`src/verilog/dmap_consts.vh`:
```
// constants of the drive i/o function mapper: register offsets, fields, reset values
// assumes a 12-bit byte address from an axi4-lite slave with 32-bit data
`ifndef DMAP_CONSTS_VH
`define DMAP_CONSTS_VH

// register byte offsets
`define DMAP_IN_CFG_BASE    12'h000
`define DMAP_OUT_CFG_BASE   12'h040
`define DMAP_FORCE_ADDR     12'h080
`define DMAP_TOGGLE_ADDR    12'h084
`define DMAP_USER_OUT_ADDR  12'h088
`define DMAP_IN_PIN_ADDR    12'h08C
`define DMAP_OUT_PIN_ADDR   12'h090
`define DMAP_FUNC_ADDR      12'h094
`define DMAP_NV_CTRL_ADDR   12'h098

// configuration word fields: function select in [5:0], active level in [8]
`define DMAP_SEL_LSB        0
`define DMAP_SEL_W          6
`define DMAP_LVL_BIT        8
`define DMAP_NV_SAVE_BIT    0

// reset values: pin unmapped, low active, nothing forced
`define DMAP_SEL_NONE       6'h00
`define DMAP_LVL_RESET      1'b0
`define DMAP_FORCE_RESET    32'h0000_0000

// function indexes
`define DMAP_FN_LIMIT_POS   0
`define DMAP_FN_LIMIT_NEG   1
`define DMAP_FN_HOME        2
`define DMAP_FN_TABLE_LAUNCH 12
`define DMAP_OFN_COMPARE    0
`define DMAP_OFN_USER_BASE  15

// axi responses
`define DMAP_RESP_OKAY      2'b00
`define DMAP_RESP_DECERR    2'b11

`endif

```
`src/verilog/dmap_top.v`:
```
// dmap_top: drive i/o function mapper with its axi4-lite register file
// assumes one clock, pins already synchronous to it, and a master that keeps the axi4-lite rules
//
// Added by the designer: the address map and the AXI4-Lite slave port.
`timescale 1ns/10ps
`default_nettype none
`include "dmap_consts.vh"

module dmap_top #(
  parameter N_IN_FUNC  = 32,
  parameter N_IN_PIN   = 12,
  parameter N_IN_FIX   = 3,
  parameter N_OUT_FUNC = 24,
  parameter N_OUT_PIN  = 10,
  parameter N_OUT_FIX  = 1,
  parameter N_USER     = 9
) (
  input  wire                  ref_clk_in,
  input  wire                  reset_n_in,
  // axi4-lite slave
  input  wire [11:0]           s_axi_awaddr_in,
  input  wire                  s_axi_awvalid_in,
  output reg                   s_axi_awready_out,
  input  wire [31:0]           s_axi_wdata_in,
  input  wire [3:0]            s_axi_wstrb_in,
  input  wire                  s_axi_wvalid_in,
  output reg                   s_axi_wready_out,
  output reg  [1:0]            s_axi_bresp_out,
  output reg                   s_axi_bvalid_out,
  input  wire                  s_axi_bready_in,
  input  wire [11:0]           s_axi_araddr_in,
  input  wire                  s_axi_arvalid_in,
  output reg                   s_axi_arready_out,
  output reg  [31:0]           s_axi_rdata_out,
  output reg  [1:0]            s_axi_rresp_out,
  output reg                   s_axi_rvalid_out,
  input  wire                  s_axi_rready_in,
  // control connector pins and the drive's functions
  input  wire [N_IN_PIN-1:0]   in_pin_in,
  input  wire [N_OUT_FUNC-1:0] out_func_in,
  output reg  [N_IN_FUNC-1:0]  in_func_out,
  output reg  [N_OUT_PIN-1:0]  out_pin_out,
  output reg                   nv_save_out
);

  localparam SEL_W   = `DMAP_SEL_W;
  localparam N_IN_A  = N_IN_PIN - N_IN_FIX;
  localparam N_OUT_A = N_OUT_PIN - N_OUT_FIX;

  // configuration storage
  reg  [SEL_W-1:0]         in_sel [0:N_IN_A-1];
  reg  [SEL_W-1:0]         out_sel [0:N_OUT_A-1];
  reg  [N_IN_PIN-1:0]      in_lvl;
  reg  [N_OUT_PIN-1:0]     out_lvl;
  reg  [N_IN_FUNC-1:0]     force_on;
  reg  [N_USER-1:0]        user_out;
  // status captured every cycle
  reg  [N_IN_PIN-1:0]      in_pin_on;
  reg  [N_OUT_PIN-1:0]     out_pin_on;
  // write channel holding registers
  reg  [11:0]              wr_addr;
  reg  [31:0]              wr_data;
  reg  [3:0]               wr_strb;
  // combinational helpers
  wire [N_IN_A*SEL_W-1:0]  in_sel_flat;
  wire [N_OUT_A*SEL_W-1:0] out_sel_flat;
  wire [N_IN_PIN-1:0]      in_on_w;
  wire [N_IN_FUNC-1:0]     in_func_w;
  wire [N_OUT_PIN-1:0]     out_on_w;
  wire [N_OUT_PIN-1:0]     out_lvl_w;
  wire [N_OUT_FUNC-1:0]    out_func_mix;
  wire                     do_write;
  wire [3:0]               wr_idx;
  wire [3:0]               rd_idx;
  wire                     wr_in_cfg;
  wire                     wr_out_cfg;
  wire                     rd_in_cfg;
  wire                     rd_out_cfg;
  reg  [31:0]              rd_word;
  reg                      rd_hit;
  reg                      wr_hit;
  integer                  i;

  genvar g;

  // flatten the select arrays for the routing modules
  generate
    for (g = 0; g < N_IN_A; g = g + 1)
    begin : g_in_flat
      assign in_sel_flat[g*SEL_W +: SEL_W] = in_sel[g];
    end
    for (g = 0; g < N_OUT_A; g = g + 1)
    begin : g_out_flat
      assign out_sel_flat[g*SEL_W +: SEL_W] = out_sel[g];
    end
  endgenerate

  dmap_in_route #(
    .N_FUNC (N_IN_FUNC),
    .N_PIN  (N_IN_PIN),
    .N_FIX  (N_IN_FIX),
    .SEL_W  (SEL_W),
    .LAUNCH (`DMAP_FN_TABLE_LAUNCH)
  ) u_in_route (
    .pin_in      (in_pin_in),
    .level_in    (in_lvl),
    .sel_flat_in (in_sel_flat),
    .force_in    (force_on),
    .pin_on_out  (in_on_w),
    .func_out    (in_func_w)
  );

  // user output functions come from the software-held state, the rest from the drive
  assign out_func_mix = {user_out, out_func_in[`DMAP_OFN_USER_BASE-1:0]};

  dmap_out_route #(
    .N_FUNC (N_OUT_FUNC),
    .N_PIN  (N_OUT_PIN),
    .N_FIX  (N_OUT_FIX),
    .SEL_W  (SEL_W)
  ) u_out_route (
    .func_in       (out_func_mix),
    .level_in      (out_lvl),
    .sel_flat_in   (out_sel_flat),
    .pin_on_out    (out_on_w),
    .pin_level_out (out_lvl_w)
  );

  // every output leaves from a flop; one cycle of latency from pin to function
  always @(posedge ref_clk_in or negedge reset_n_in)
  begin
    if (!reset_n_in)
    begin
      in_func_out <= {N_IN_FUNC{1'b0}};
      out_pin_out <= {N_OUT_PIN{1'b0}};
      in_pin_on   <= {N_IN_PIN{1'b0}};
      out_pin_on  <= {N_OUT_PIN{1'b0}};
    end
    else
    begin
      in_func_out <= in_func_w;
      out_pin_out <= out_lvl_w;
      in_pin_on   <= in_on_w;
      out_pin_on  <= out_on_w;
    end
  end

  // write decode: a write happens once both address and data are held
  assign do_write   = ~s_axi_awready_out & ~s_axi_wready_out & ~s_axi_bvalid_out;
  assign wr_idx     = wr_addr[5:2];
  assign rd_idx     = s_axi_araddr_in[5:2];
  assign wr_in_cfg  = ({wr_addr[11:6], 6'h00} == `DMAP_IN_CFG_BASE) && (wr_idx < N_IN_PIN);
  assign wr_out_cfg = ({wr_addr[11:6], 6'h00} == `DMAP_OUT_CFG_BASE) && (wr_idx < N_OUT_PIN);
  assign rd_in_cfg  = ({s_axi_araddr_in[11:6], 6'h00} == `DMAP_IN_CFG_BASE) && (rd_idx < N_IN_PIN);
  assign rd_out_cfg = ({s_axi_araddr_in[11:6], 6'h00} == `DMAP_OUT_CFG_BASE) && (rd_idx < N_OUT_PIN);

  // decide whether the held write address is mapped
  always @*
  begin
    wr_hit = 1'b0;
    if (wr_in_cfg || wr_out_cfg)
      wr_hit = 1'b1;
    else
      case (wr_addr)
        `DMAP_FORCE_ADDR,
        `DMAP_TOGGLE_ADDR,
        `DMAP_USER_OUT_ADDR,
        `DMAP_IN_PIN_ADDR,
        `DMAP_OUT_PIN_ADDR,
        `DMAP_FUNC_ADDR,
        `DMAP_NV_CTRL_ADDR: wr_hit = 1'b1;
        default:            wr_hit = 1'b0;
      endcase
  end

  // write address and data channels, taken in either order
  always @(posedge ref_clk_in or negedge reset_n_in)
  begin
    if (!reset_n_in)
    begin
      s_axi_awready_out <= 1'b1;
      s_axi_wready_out  <= 1'b1;
      s_axi_bvalid_out  <= 1'b0;
      s_axi_bresp_out   <= `DMAP_RESP_OKAY;
      wr_addr           <= 12'h000;
      wr_data           <= 32'h0000_0000;
      wr_strb           <= 4'h0;
    end
    else
    begin
      if (s_axi_awready_out && s_axi_awvalid_in)
      begin
        wr_addr           <= s_axi_awaddr_in;
        s_axi_awready_out <= 1'b0;
      end
      if (s_axi_wready_out && s_axi_wvalid_in)
      begin
        wr_data          <= s_axi_wdata_in;
        wr_strb          <= s_axi_wstrb_in;
        s_axi_wready_out <= 1'b0;
      end
      if (do_write)
      begin
        s_axi_bvalid_out <= 1'b1;
        s_axi_bresp_out  <= wr_hit ? `DMAP_RESP_OKAY : `DMAP_RESP_DECERR;
      end
      // readies return only after the response is taken, so one write at a time
      if (s_axi_bvalid_out && s_axi_bready_in)
      begin
        s_axi_bvalid_out  <= 1'b0;
        s_axi_awready_out <= 1'b1;
        s_axi_wready_out  <= 1'b1;
      end
    end
  end

  // register file updates; new settings act on the very next cycle
  always @(posedge ref_clk_in or negedge reset_n_in)
  begin
    if (!reset_n_in)
    begin
      for (i = 0; i < N_IN_A; i = i + 1)
        in_sel[i] <= `DMAP_SEL_NONE;
      for (i = 0; i < N_OUT_A; i = i + 1)
        out_sel[i] <= `DMAP_SEL_NONE;
      in_lvl      <= {N_IN_PIN{`DMAP_LVL_RESET}};
      out_lvl     <= {N_OUT_PIN{`DMAP_LVL_RESET}};
      force_on    <= `DMAP_FORCE_RESET;
      user_out    <= {N_USER{1'b0}};
      nv_save_out <= 1'b0;
    end
    else
    begin
      nv_save_out <= 1'b0;
      if (do_write)
      begin
        if (wr_in_cfg)
        begin
          // fixed pins keep their function; only the level can be written
          if (wr_strb[0] && (wr_idx >= N_IN_FIX))
            in_sel[wr_idx - N_IN_FIX] <= wr_data[`DMAP_SEL_LSB +: SEL_W];
          if (wr_strb[1])
            in_lvl[wr_idx] <= wr_data[`DMAP_LVL_BIT];
        end
        if (wr_out_cfg)
        begin
          if (wr_strb[0] && (wr_idx >= N_OUT_FIX))
            out_sel[wr_idx - N_OUT_FIX] <= wr_data[`DMAP_SEL_LSB +: SEL_W];
          if (wr_strb[1])
            out_lvl[wr_idx] <= wr_data[`DMAP_LVL_BIT];
        end
        if (wr_addr == `DMAP_FORCE_ADDR)
        begin
          // byte lanes honoured; writing zero releases a forced function
          for (i = 0; i < N_IN_FUNC; i = i + 1)
            if (wr_strb[i/8])
              force_on[i] <= wr_data[i];
        end
        if (wr_addr == `DMAP_TOGGLE_ADDR)
        begin
          // a one flips the user output, a zero leaves it alone
          for (i = 0; i < N_USER; i = i + 1)
            if (wr_strb[i/8] && wr_data[i])
              user_out[i] <= ~user_out[i];
        end
        if ((wr_addr == `DMAP_NV_CTRL_ADDR) && wr_strb[0] && wr_data[`DMAP_NV_SAVE_BIT])
          nv_save_out <= 1'b1;
      end
    end
  end

  // read mux; reserved bits and unmapped words read as zero
  always @*
  begin
    rd_word = 32'h0000_0000;
    rd_hit  = 1'b1;
    if (rd_in_cfg)
    begin
      if (rd_idx < N_IN_FIX)
        rd_word[`DMAP_SEL_LSB +: SEL_W] = {2'b00, rd_idx} + 6'h01;
      else
        rd_word[`DMAP_SEL_LSB +: SEL_W] = in_sel[rd_idx - N_IN_FIX];
      rd_word[`DMAP_LVL_BIT] = in_lvl[rd_idx];
    end
    else if (rd_out_cfg)
    begin
      if (rd_idx < N_OUT_FIX)
        rd_word[`DMAP_SEL_LSB +: SEL_W] = {2'b00, rd_idx} + 6'h01;
      else
        rd_word[`DMAP_SEL_LSB +: SEL_W] = out_sel[rd_idx - N_OUT_FIX];
      rd_word[`DMAP_LVL_BIT] = out_lvl[rd_idx];
    end
    else
      case (s_axi_araddr_in)
        `DMAP_FORCE_ADDR:    rd_word[N_IN_FUNC-1:0] = force_on;
        `DMAP_TOGGLE_ADDR:   rd_word = 32'h0000_0000;
        `DMAP_USER_OUT_ADDR: rd_word[N_USER-1:0] = user_out;
        `DMAP_IN_PIN_ADDR:   rd_word[N_IN_PIN-1:0] = in_pin_on;
        `DMAP_OUT_PIN_ADDR:  rd_word[N_OUT_PIN-1:0] = out_pin_on;
        `DMAP_FUNC_ADDR:     rd_word[N_IN_FUNC-1:0] = in_func_out;
        `DMAP_NV_CTRL_ADDR:  rd_word = 32'h0000_0000;
        default:             rd_hit = 1'b0;
      endcase
  end

  // read channel: answer one cycle after the address is taken
  always @(posedge ref_clk_in or negedge reset_n_in)
  begin
    if (!reset_n_in)
    begin
      s_axi_arready_out <= 1'b1;
      s_axi_rvalid_out  <= 1'b0;
      s_axi_rdata_out   <= 32'h0000_0000;
      s_axi_rresp_out   <= `DMAP_RESP_OKAY;
    end
    else
    begin
      if (s_axi_arready_out && s_axi_arvalid_in)
      begin
        s_axi_arready_out <= 1'b0;
        s_axi_rvalid_out  <= 1'b1;
        s_axi_rdata_out   <= rd_word;
        s_axi_rresp_out   <= rd_hit ? `DMAP_RESP_OKAY : `DMAP_RESP_DECERR;
      end
      else if (s_axi_rvalid_out && s_axi_rready_in)
      begin
        s_axi_rvalid_out  <= 1'b0;
        s_axi_arready_out <= 1'b1;
      end
    end
  end

endmodule // dmap_top

`default_nettype wire

```
`src/verilog/dmap_in_route.v`:
```
// dmap_in_route: level correction of input pins and routing of pins onto input functions
// purely combinational; the top flops its outputs. pins are taken as synchronous.
`timescale 1ns/10ps
`default_nettype none

module dmap_in_route #(
  parameter N_FUNC = 32,
  parameter N_PIN  = 12,
  parameter N_FIX  = 3,
  parameter SEL_W  = 6,
  parameter LAUNCH = 12
) (
  input  wire [N_PIN-1:0]               pin_in,
  input  wire [N_PIN-1:0]               level_in,
  input  wire [(N_PIN-N_FIX)*SEL_W-1:0] sel_flat_in,
  input  wire [N_FUNC-1:0]              force_in,
  output wire [N_PIN-1:0]               pin_on_out,
  output wire [N_FUNC-1:0]              func_out
);

  genvar p;
  genvar f;

  // high active reads on at 24 v (pin 1), low active at 0 v (pin 0)
  generate
    for (p = 0; p < N_PIN; p = p + 1)
    begin : g_lvl
      assign pin_on_out[p] = level_in[p] ? pin_in[p] : ~pin_in[p];
    end
  endgenerate

  // each function gathers the pins that select it, then its force bit, except the launch function
  generate
    for (f = 0; f < N_FUNC; f = f + 1)
    begin : g_fn
      localparam [SEL_W-1:0] FCODE = f + 1;
      wire [N_PIN-N_FIX-1:0] hit;
      wire                   from_pin;
      for (p = 0; p < N_PIN - N_FIX; p = p + 1)
      begin : g_hit
        // fixed functions cannot be picked by an assignable pin
        if (f < N_FIX)
        begin : g_no
          assign hit[p] = 1'b0;
        end
        else
        begin : g_yes
          assign hit[p] = (sel_flat_in[p*SEL_W +: SEL_W] == FCODE) & pin_on_out[N_FIX+p];
        end
      end
      if (f < N_FIX)
      begin : g_fix
        assign from_pin = pin_on_out[f] | (|hit);
      end
      else
      begin : g_asg
        assign from_pin = |hit;
      end
      // the launch function is reachable only from its pin
      if (f == LAUNCH)
      begin : g_launch
        assign func_out[f] = from_pin;
      end
      else
      begin : g_force
        assign func_out[f] = from_pin | force_in[f];
      end
    end
  endgenerate

endmodule // dmap_in_route

`default_nettype wire

```
`src/verilog/dmap_out_route.v`:
```
// dmap_out_route: routing of output functions onto output pins with level setting
// purely combinational; the top flops the pin levels before they leave the block
`timescale 1ns/10ps
`default_nettype none

module dmap_out_route #(
  parameter N_FUNC = 24,
  parameter N_PIN  = 10,
  parameter N_FIX  = 1,
  parameter SEL_W  = 6
) (
  input  wire [N_FUNC-1:0]              func_in,
  input  wire [N_PIN-1:0]               level_in,
  input  wire [(N_PIN-N_FIX)*SEL_W-1:0] sel_flat_in,
  output wire [N_PIN-1:0]               pin_on_out,
  output wire [N_PIN-1:0]               pin_level_out
);

  genvar p;
  genvar f;

  generate
    for (p = 0; p < N_PIN; p = p + 1)
    begin : g_pin
      if (p < N_FIX)
      begin : g_fix
        // dedicated pins carry their own function only
        assign pin_on_out[p] = func_in[p];
      end
      else
      begin : g_asg
        wire [N_FUNC-1:0] hit;
        for (f = 0; f < N_FUNC; f = f + 1)
        begin : g_hit
          localparam [SEL_W-1:0] FCODE = f + 1;
          if (f < N_FIX)
          begin : g_no
            assign hit[f] = 1'b0;
          end
          else
          begin : g_yes
            assign hit[f] = (sel_flat_in[(p-N_FIX)*SEL_W +: SEL_W] == FCODE) & func_in[f];
          end
        end
        assign pin_on_out[p] = |hit;
      end
      // on drives 0 v when low active, 24 v when high active
      assign pin_level_out[p] = ~(pin_on_out[p] ^ level_in[p]);
    end
  endgenerate

endmodule // dmap_out_route

`default_nettype wire

```
`config.mk`:
```
export PLATFORM = sky130hd
export DESIGN_NAME = dmap_top
export DESIGN_NICKNAME = d
export VERILOG_FILES = /design/src/verilog/dmap_top.v /design/src/verilog/dmap_in_route.v /design/src/verilog/dmap_out_route.v
export VERILOG_INCLUDE_DIRS = /design/src /design/src/verilog
export SDC_FILE = /design/constraint.sdc
export NUM_CORES = 1
export LEC_CHECK = 0
export ABC_AREA = 1
export BUFFER_PORTS_ARGS = -buffer_cell sky130_fd_sc_hd__buf_2
export CORE_UTILIZATION = 36
export DETAILED_ROUTE_END_ITERATION = 10
export SKIP_LAST_GASP = 1
export SLEW_MARGIN = 10
export SYNTH_ARGS = -nofsm -noshare
export SYNTH_HDL_FRONTEND = slang
export SYNTH_SLANG_ARGS = --single-unit
```
`constraint.sdc`:
```
create_clock -name ref_clk_in -period 2.8 [get_ports ref_clk_in]
set_input_delay 0.28 -clock ref_clk_in [delete_from_list [all_inputs] [get_ports ref_clk_in]]
set_output_delay 0.28 -clock ref_clk_in [all_outputs]
set_load 0.02 [all_outputs]
```
# Yosys cells after proc, flatten, opt, wreduce, memory -nomap -nowiden
# Index checks and enable logic that the tools add are counted.
[word_totals]
reg_bits = 325
wordCells = 1258
[classes]
add_sub_neg = 5
order_cmp = 17
n_eq_ne = 484
n_mux = 65
bitwise_logic = 549
n_reduce_logical = 89
[op_table]
columns = ["operator", "count"]
rows = [
  ["6-bit by 5-bit == test with 1-bit output, second input constant", 225],
  ["6-bit by 4-bit == test with 1-bit output, second input constant", 144],
  ["1-bit bitwise AND", 470],
  ["6-bit by 3-bit == test with 1-bit output, second input constant", 72],
  ["9-bit OR reduction", 29],
  ["23-bit OR reduction", 9],
  ["12-bit by 8-bit == test with 1-bit output, second input constant", 14],
  ["33-bit by 5-bit greater-or-equal comparator with 1-bit output, second input constant", 4],
  ["32-bit inverter with 33-bit output", 4],
  ["54-bit bitwise mux", 2],
  ["6-bit by 2-bit == test with 1-bit output, second input constant", 18],
  ["33-bit by 1-bit less-than comparator with 1-bit output, second input constant", 2],
  ["6-bit 2-to-1 mux", 10],
  ["6-bit == test, second input constant", 9],
  ["3-bit AND reduction", 17],
  ["6-bit binary-select mux with 4-bit select", 2],
  ["6-bit demux with 4-bit select", 2],
  ["23-bit 2-to-1 mux", 2],
  ["9-bit one-hot mux with 5 select lines", 1],
  ["20-bit one-hot mux with 2 select lines", 1],
  ["1-bit 2-to-1 mux", 34],
  ["1-bit inverter", 34],
  ["1-bit bitwise OR", 31],
  ["1-bit logical AND", 25],
  ["other kinds (22)", 48],
]

# Longest topological paths before layout
# Gate-level depths: netlist (run 1).
[depth]
depth_word = 8
depth_mapped = 15
mapped_depth_nobuf = 12

# Cells and area by module
# From an unflattened synthesis (run 1), not the netlist that was laid out.
[hier_totals]
cells_unflattened = 3141
hier_area_um2 = 20751.2
[by_module_without_submodules]
columns = ["module", "n_inst", "cells_each", "area_each_um2"]
rows = [
  ["dmap_top", 1, 1594, 13985.9],
  ["dmap_in_route", 1, 874, 3936.3],
  ["dmap_out_route", 1, 673, 2829.0],
]

# Worst setup path after synthesis (run 1)
# Ideal clock, no wire load.
[synth_timing]
path_kind = "input to register"
start = "input port s_axi_araddr_in[2]"
end = "register s_axi_rdata_out[5]"
setup_time_ns = 0.123
t_arrival_ns = 1.823
required_ns = 2.677
setup_slack_ns = 0.854
stages = 11
path_buffers = 4
path_cell_list = "inv_1 buf_6 buf_6 ha_1 buf_6 clkbuf_1 o21ai_0 o211ai_1 nand3_1 a21boi_0 nand2_1"
[synth_via]
elab_chain_cells = 8
elab_cells_between_ends = 26
[synth_rtl]
columns = ["item", "line_no", "source"]
rows = [
  ["from (decl)", "dmap_top.v:31", "input wire [11:0] s_axi_araddr_in,"],
  ["4-bit by 1-bit subtractor with 5-bit output", "dmap_top.v:290", "rd_word[`DMAP_SEL_LSB +: SEL_W] = out_sel[rd_idx - N_OUT_FIX];"],
  ["32-bit inverter with 33-bit output (not written as such)", "dmap_top.v:290", ""],
  ["6-bit binary-select mux with 4-bit select", "dmap_top.v:290", ""],
  ["6-bit 2-to-1 mux (not written as such) (2 in series)", "dmap_top.v:290", ""],
  ["6-bit 2-to-1 mux", "dmap_top.v:287", "if (rd_idx < N_OUT_FIX)"],
  ["6-bit 2-to-1 mux", "dmap_top.v:285", "else if (rd_out_cfg)"],
  ["6-bit 2-to-1 mux (*)", "dmap_top.v:277", "if (rd_in_cfg)"],
  ["to (signal assigned)", "dmap_top.v:322", "s_axi_rdata_out <= rd_word;"],
  ["to (decl)", "dmap_top.v:34", "output reg [31:0] s_axi_rdata_out,"],
]
# Mark *: on every way between the ends. The rest lies on a longest branch, timed or not. The select of a mux whose other input is x is not followed.
# A chain may end at the register's enable or synchronous reset.

# Worst setup path after layout (run 1)
[layout_timing]
start = "register in_lvl[9]"
end = "register in_func_out[6]"
[layout_via]
elab_chain_cells = 4
[layout_rtl]
columns = ["item", "line_no", "source"]
rows = [
  ["from (decl)", "dmap_top.v:53", "reg [N_IN_PIN-1:0] in_lvl;"],
  ["from (signal assigned)", "dmap_top.v:226", "in_lvl <= {N_IN_PIN{`DMAP_LVL_RESET}};"],
  ["from (signal, indexed assignment)", "dmap_top.v:243", "in_lvl[wr_idx] <= wr_data[`DMAP_LVL_BIT];"],
  ["1-bit 2-to-1 mux", "dmap_in_route.v:28", "assign pin_on_out[p] = level_in[p] ? pin_in[p] : ~pin_in[p];"],
  ["net in_on_w[9]", "dmap_top.v:67", "wire [N_IN_PIN-1:0] in_on_w;"],
  ["1-bit bitwise AND", "dmap_in_route.v:48", "assign hit[p] = (sel_flat_in[p*SEL_W +: SEL_W] == FCODE) & pin_on_out[N_FIX+p];"],
  ["9-bit OR reduction", "dmap_in_route.v:57", "assign from_pin = |hit;"],
  ["1-bit bitwise OR", "dmap_in_route.v:66", "assign func_out[f] = from_pin | force_in[f];"],
  ["net in_func_w[6]", "dmap_top.v:68", "wire [N_IN_FUNC-1:0] in_func_w;"],
  ["to (signal assigned)", "dmap_top.v:134", "in_func_out <= {N_IN_FUNC{1'b0}};"],
  ["to (signal assigned)", "dmap_top.v:141", "in_func_out <= in_func_w;"],
  ["to (decl)", "dmap_top.v:41", "output reg [N_IN_FUNC-1:0] in_func_out,"],
]
# The timed path passes the listed nets, and every way through them passes these cells.

==> results of run 1 <==
==> cell usage after synthesis, types with 12 or more instances <==
cell / instances / area, um^2
nor3_1: 63 / 315.3
nand3_1: 243 / 1216
o22ai_1: 33 / 206.5
buf_2: 22 / 110.1
nand4_1: 54 / 337.8
nor2_1: 441 / 1655
xnor2_1: 12 / 105.1
o21ai_0: 269 / 1346
mux2_2: 22 / 247.7
xor2_1: 15 / 131.4
clkbuf_1: 69 / 259.0
nand2_1: 851 / 3194
o21ai_1: 27 / 135.1
a21oi_1: 89 / 445.4
a22o_1: 16 / 140.1
inv_1: 311 / 1167
o211ai_1: 32 / 240.2
dfrtp_1: 320 / 8008
==> area by class of cell <==
class                      count  area share (%)
inverter                     324           5.045
clock inverter                19           1.090
multi-input combinational   2251           43.14
tap                          748           3.882
clock buffer                  53           4.645
sequential                   323           33.54
timing repair buffer         307           8.657
==> power breakdown <==
| group | internal [mW] | switching [mW] |
|---|---|---|
| combinational | 0.781 | 1.99 |
| clock | 3.30 | 2.20 |
| sequential | 5.14 | 0.293 |
| total | 9.23 | 4.48 |
==> repair_timing <==
item | in CTS | in global routing
endpoints found under the hold margin | 111 | 0
buffers inserted | 0 | 0
hold buffers | 61 | 0
setup endpoints to repair | 0 | 0
==> kinds of logic after synthesis <==
kind of cell | Yosys count | share of synthesized area (%)
AND/OR/NAND/NOR | 1676 | 34.16
adder cells (fa/ha/maj) | 5 | 0.3099
AO/OA/AOI/OAI | 521 | 14.63
multiplexers | 22 | 1.227
flip-flops | 323 | 40.06
buffers and inverters | 430 | 8.441
XOR/XNOR | 27 | 1.171
==> metrics by stage <==
step                      std cells  setup WS, ns  hold slack, ns
after floorplan                3004        0.8539        -0.01559
after global placement         3892        0.3797          0.2662
after detailed placement       3892        0.3660          0.2644
after CTS                      4025        0.6000         0.01191
after global routing           4025        0.3863         0.04033
final                          4025        0.4967         0.04235
==> placed cells by master (no fill, tap or decap), types with 7 or more instances in the layout <==
| master | Yosys | layout |
|---|---|---|
| a21oi_1 | 89 | 89 |
| a22o_1 | 16 | 16 |
| buf_2 | 22 | 176 |
| buf_4 | 8 | 64 |
| clkbuf_16 | 0 | 40 |
| clkbuf_8 | 1 | 7 |
| clkinv_1 | 11 | 11 |
| clkinv_2 | 0 | 7 |
| dfrtp_1 | 320 | 320 |
| dlygate4sd3_1 | 0 | 61 |
| inv_1 | 311 | 311 |
| mux2_2 | 22 | 22 |
| nand2_1 | 851 | 850 |
| nand3_1 | 243 | 243 |
| nand4_1 | 54 | 54 |
| nor2_1 | 441 | 441 |
| nor3_1 | 63 | 63 |
| o211ai_1 | 32 | 32 |
| o21ai_0 | 269 | 269 |
| o21ai_1 | 27 | 27 |
| o21ai_2 | 11 | 11 |
| o21bai_1 | 10 | 10 |
| o22ai_1 | 33 | 33 |
| o31ai_1 | 7 | 7 |
| or2_2 | 7 | 7 |
| xnor2_1 | 12 | 12 |
| xor2_1 | 15 | 15 |
==> final timing paths <==
| kind | startpoint | end |
|---|---|---|
| max | in_lvl[9] | in_func_out[6] |
| min | in_pin_in[4] | in_pin_on[4] |
| max reg2reg | in_lvl[9] | in_func_out[6] |
| min reg2reg | force_on[9] | force_on[9] |
| max in group asynchronous | reset_n_in | wr_addr[3] |
| min in group asynchronous | reset_n_in | s_axi_rdata_out[25] |
==> registers in the layout, indices dropped and copies added (netlist names), 4 cells and up <==
register         flops
in_sel              54
out_sel             54
force_on            32
in_func_out         32
s_axi_rdata_out     32
wr_data             32
in_lvl              12
in_pin_on           12
wr_addr             12
out_lvl             10
out_pin_on          10
out_pin_out         10
user_out             9
wr_strb              4
==> worst reg2reg max path, stage by stage, from the launching register on <==
cell and delay, ns:
dfrtp_1 0.43, xnor2_1 0.53, nand3_1 0.38, inv_1 0.37, nand2_1 0.09, nand2_1 0.06
a21oi_1 0.05, o211ai_1 0.24
==> routing by layer <==
metal	vias up	part of all wire [%]	routed length, um
li1	10280	-	-
met5	-	0.015	13
met3	169	12	10660
met4	2	3.0	2593
met2	1187	40	34820
met1	10320	45	39640
==> results by group, run 1 <==
Timing
  – RSZ-0062 raised after global routing: no
  – Tcrit/Tclk final: 82.26%
  – Final hold vios: 0
  – Slew HR: 30.36%
  – Final Setup Violations: 0
  – Crit path time final: 2.303 ns
  – F_max: 434.2 MHz
  – Worst-Margin Slew: 1.044 ns
  – Count of pins over their slew limit: 0
  – Worst Skew: 0.01975 ns
  – Setup TNS: 0 ns

Min path
  – Hold Path Depth: 2
  – Min-delay worst type: primary input to register

Global routing
  – Gr ovfl total: 0
  – Largest net degree at the start of global routing: 63
  – Global Route met2 Usage: 42.27%
  – Total track usage: 30.69%
  – Met1 Usage GRT: 45.90%
  – First-pass GRT wire length: 129,800 um
  – Grt met3 use: 8.487%
  – Vias in the first global route: 20,240
  – Initial antenna violation count: 1
  – Top Usage Layer GRT: met1

Power and ir drop
  – Maximum VDD drop: 0.4743 mV
  – Pwr Total: 13.71 mW
  – Leak: 11.58 nW
  – Power Density: 568.7 nW/um^2

Setup path
  – Startpoint types: register
  – Max incr delay on CP: 0.53 ns
  – CP Max Fanout: 8
  – WP buf/inv: 1
  – Most Frequent Cell on Critical Path: nand2_1
  – Crit. path cell count: 7
  – Setup Crit Path Kind: register to register
  – Slowest CP cell: xnor2_1
  – Reg2Reg Setup Slack: 0.50 ns
  – Worst Path Required: 3.22 ns
  – CP Cell Sequence: xnor2_1 > nand3_1 > inv_1 > nand2_1 > nand2_1 > a21oi_1 > o211ai_1
  – CP top delay family: XOR/XNOR gates
  – WP data arrival: 2.73 ns
  – R2R cell count: 7
  – CP endpoint kind: register

Placed design
  – Placer Congestion: 1.057
  – PortBufs: 177
  – Hpwl dp: 66,700 um
  – Cell Area, Placed: 22,120 um^2

Yosys
  – Mapped Cells: 3,004
  – Netlist cell types: 49
  – Synthesized flop and latch total: 323
  – Synth Flop Type: dfrtp_1
  – Post-Syn Area: 20,190 um^2
  – Post-synth EDFFs: 0
  – Post-Syn Nets: 3,112
  – Ys Warns: 0
  – Syn Area/Cell: 6.720 um^2
  – Post-synthesis sequential area ratio: 40.06%
  – Async SR Flop Fraction: 100.0%

Route
  – Vias/cell: 5.456
  – Post-route ant nets: 0
  – Drt pass-1 iters: 6
  – DR iter-0 viols: 2,856
  – Detailed Route WL: 87,730 um
  – Total number of vias: 21,960
  – Routed len/inst: 21.80 um
  – # DRC: 0

Final layout
  – Antenna Cells: 0
  – Layout net count: 3,355
  – Multi-input gate area: 10,400 um^2
  – Post-layout instance area: 24,110 um^2
  – Area grow syn2layout: 19.42%
  – # fillers: 5,827
  – Layout cells sized above 1: 11.26%
  – Final core occ: 43.67%
  – Register Area: 8087 um^2

Floorplan
  – Core area: 55,200 um^2
  – DIE AREA: 57,030 um^2
  – Die width: 238.8 um
  – # rows: 86
  – Initial Utilization: 36.57%
  – Die span in y: 238.8 um
  – IO Pins: 187

Status
  – Status: finished, final reports clean

Clocking
  – CTS Buf Count: 40
  – Clock sink count: 323
  – Post-cts sizing count: 0
  – Worst-case clock buffer depth: 3
  – Clock Latency Late Sink: 0.59 ns
  – Root Buffer: clkbuf_16
  – Reg clk slew, reported paths: 0.06 ns
  – Htree depth: 2
  – CTS tree: built

Job
  – Max-Cap Viols: 0
No activity file was read; power rests on OpenSTA's default activity.
==> run 2, diff against run 1 <==
Settings changed: ABC_AREA 1 to 0.
Clock period 2.8 ns to 2.37 ns, I/O delays scaled along.
==> results by group, run 2 <==
Status
  – Status: finished, final reports clean

Setup path
  – Setup Crit Path Kind: register to register
  – Slowest CP cell: nor4_1
  – Startpoint types: register
  – Crit. path cell count: 5
  – WP data arrival: 2.85 ns
  – WP buf/inv: 0
  – R2R cell count: 5
  – CP Max Fanout: 6
  – Worst Path Required: 2.87 ns
  – CP top delay family: simple AND/OR/NAND/NOR gates
  – CP Cell Sequence: xor2_2 > nor4_1 > a21oi_1 > and3_1 > nand3_1
  – CP endpoint kind: register
  – Max incr delay on CP: 1.03 ns

Power and ir drop
  – Maximum VDD drop: 0.6831 mV
  – Leak: 10.13 nW
  – Power Density: 694.9 nW/um^2
  – Pwr Total: 16.23 mW

Timing
  – RSZ-0062 raised after global routing: yes
  – Count of pins over their slew limit: 0
  – Slew HR: 15.96%
  – Worst-Margin Slew: 1.249 ns
  – Final Setup Violations: 0
  – Setup TNS: 0 ns
  – Tcrit/Tclk final: 99.14%
  – Final hold vios: 0
  – Crit path time final: 2.350 ns
  – F_max: 425.6 MHz
  – Worst Skew: 0.03523 ns

Clocking
  – Reg clk slew, reported paths: 0.06 ns
  – Root Buffer: clkbuf_16
  – Clock sink count: 323
  – Setup bufs post-CTS: 0
  – Clock Latency Late Sink: 0.58 ns
  – Worst-case clock buffer depth: 3
  – CTS Buf Count: 38
  – Htree depth: 2
  – CTS tree: built

Placed design
  – PortBufs: 177
  – Placed cell count: 2,687
  – Cell Area, Placed: 21,430 um^2
  – Hpwl dp: 55,740 um
  – Placer Congestion: 1.012

Final layout
  – Final core occ: 46.28%
  – Area grow syn2layout: 26.03%
  – Top flop regs: in_sel: 54 flops, out_sel: 54 flops
  – Antenna Cells: 0
  – Layout cells sized above 1: 34.53%
  – Layout net count: 2,225
  – Finished Layout Cells: 2,818
  – Most frequent cells in the layout: dfrtp_1 (320), mux2_2 (216), buf_4 (180)
  – Post-layout instance area: 23,360 um^2
  – Commonest non-fill, non-tap cell in the layout: dfrtp_1

Job
  – Max-Cap Viols: 0

Global routing
  – Gr ovfl total: 0
  – Initial antenna violation count: 1
  – Largest net degree at the start of global routing: 88
  – First-pass GRT wire length: 109,800 um
  – Vias in the first global route: 16,580
  – Total track usage: 28.03%

Min path
  – Hold Path Depth: 3
  – Min-delay worst type: primary input to register

Yosys
  – Netlist cell types: 84
  – Top cells by area, synth: dfrtp_1 (43%), mux2_2 (13%), mux4_2 (5.2%)
  – Post-Syn Area: 18,540 um^2
  – Post-synth top cells: dfrtp_1 (320), mux2_2 (218), nand2_1 (138), nor2_1 (105), clkbuf_1 (99)
  – Post-Syn Nets: 1,869
  – Ys Warns: 0
  – Cell taking the most area after synthesis: dfrtp_1
  – Syn Area/Cell: 10.53 um^2
  – Mapped Cells: 1,761
  – Top cell type's share of synthesized area: 43.20%
  – Post-synthesis sequential area ratio: 43.63%
  – Synthesized flop and latch total: 323
  – Post-synth EDFFs: 0
  – Async SR Flop Fraction: 100.0%
  – Synth Flop Type: dfrtp_1
  – Count leader, synth: dfrtp_1

Floorplan
  – DIE AREA: 52,400 um^2
  – Core area: 50,480 um^2
  – # rows: 82
  – Die width: 228.9 um
  – Initial Utilization: 36.72%
  – Die span in y: 228.9 um
  – IO Pins: 187

Route
  – Routed len/inst: 26.26 um
  – DR iter-0 viols: 1,991
  – Total number of vias: 17,080
  – Vias/cell: 6.061
  – # DRC: 0
  – Drt pass-1 iters: 9
  – Post-route ant nets: 0
  – Detailed Route WL: 74,010 um
[run 2: path summary, 6_finish.rpt]
path                                     start  slack (ns)                  end
hold reg to reg            s_axi_rdata_out[10]        0.47  s_axi_rdata_out[10]
min in group asynchronous           reset_n_in        0.15          out_sel[43]
hold / removal                   in_pin_in[11]        0.09        in_pin_on[11]
setup reg to reg                     in_lvl[4]        0.02       in_func_out[5]
setup / recovery                     in_lvl[4]        0.02       in_func_out[5]
max in group asynchronous           reset_n_in        1.32            in_sel[9]
[run 2: worst register-to-register path, delay by kind of cell (launching register included)]
| family | cells | cell delay (ns) |
|---|---|---|
| AND/OR/NAND/NOR | 3 | 1.34 |
| XOR/XNOR | 1 | 0.24 |
| AO/OA/AOI/OAI | 1 | 0.22 |
| flip-flops | 1 | 0.47 |
[run 2: final cells by class]
cell class | instances | area (um^2)
sequential | 323 | 8087
clock inverter | 15 | 156.4
timing repair buffer | 432 | 3119
inverter | 34 | 130.1
tap | 672 | 840.8
multi-input combinational | 1288 | 9946
fill | 4767 | 27120
clock buffer | 54 | 1081
[run 2: power breakdown]
part | total (mW) | internal (mW) | switching [mW] | leakage [nW]
Clock | 5.83 | 3.42 | 2.40 | 0.612
Combinational | 3.40 | 1.43 | 1.97 | 5.22
Sequential | 7.01 | 6.17 | 0.838 | 4.30
[run 2: timing repair]
| item | CTS | global route |
|---|---|---|
| hold buffers | 62 | 0 |
| hold endpoints to repair | 178 | 0 |
| pin swaps | 4 | 6 |
| gates cloned | 0 | 0 |
| endpoints found under the setup margin | 37 | 87 |
| gates resized for setup | 1 | 15 |
[run 2: layer usage]
layer  vias to the layer above  routed length, um  track usage, %
met5                         -                  0               0
met2                       991              32670           42.70
met1                      8561              32090           40.14
li1                       7375                  -               -
met3                       153               7136           6.063
met4                         0               2117           7.500
[run 2: cells by family after synthesis]
kind of cell / Yosys count / synth area share [%]
DFF: 323 / 43.63
muxes: 298 / 20.49
xor gates and xnor gates: 34 / 1.607
AOI/OAI and AO/OA: 366 / 13.82
buffers and inverters: 150 / 3.233
and+or+nand+nor: 585 / 16.89
adders and majority gates: 5 / 0.3375
[run 2: per-stage QoR]
stage | setup WS [ns] | hold slack, ns
2_1_floorplan | 0.01287 | -0.05859
3_3_place_gp | -0.2580 | 0.1482
3_5_place_dp | -0.3225 | 0.1552
4_1_cts | -0.005182 | 0.06091
5_1_grt | -0.03404 | 0.08704
6_report | 0.02045 | 0.08510
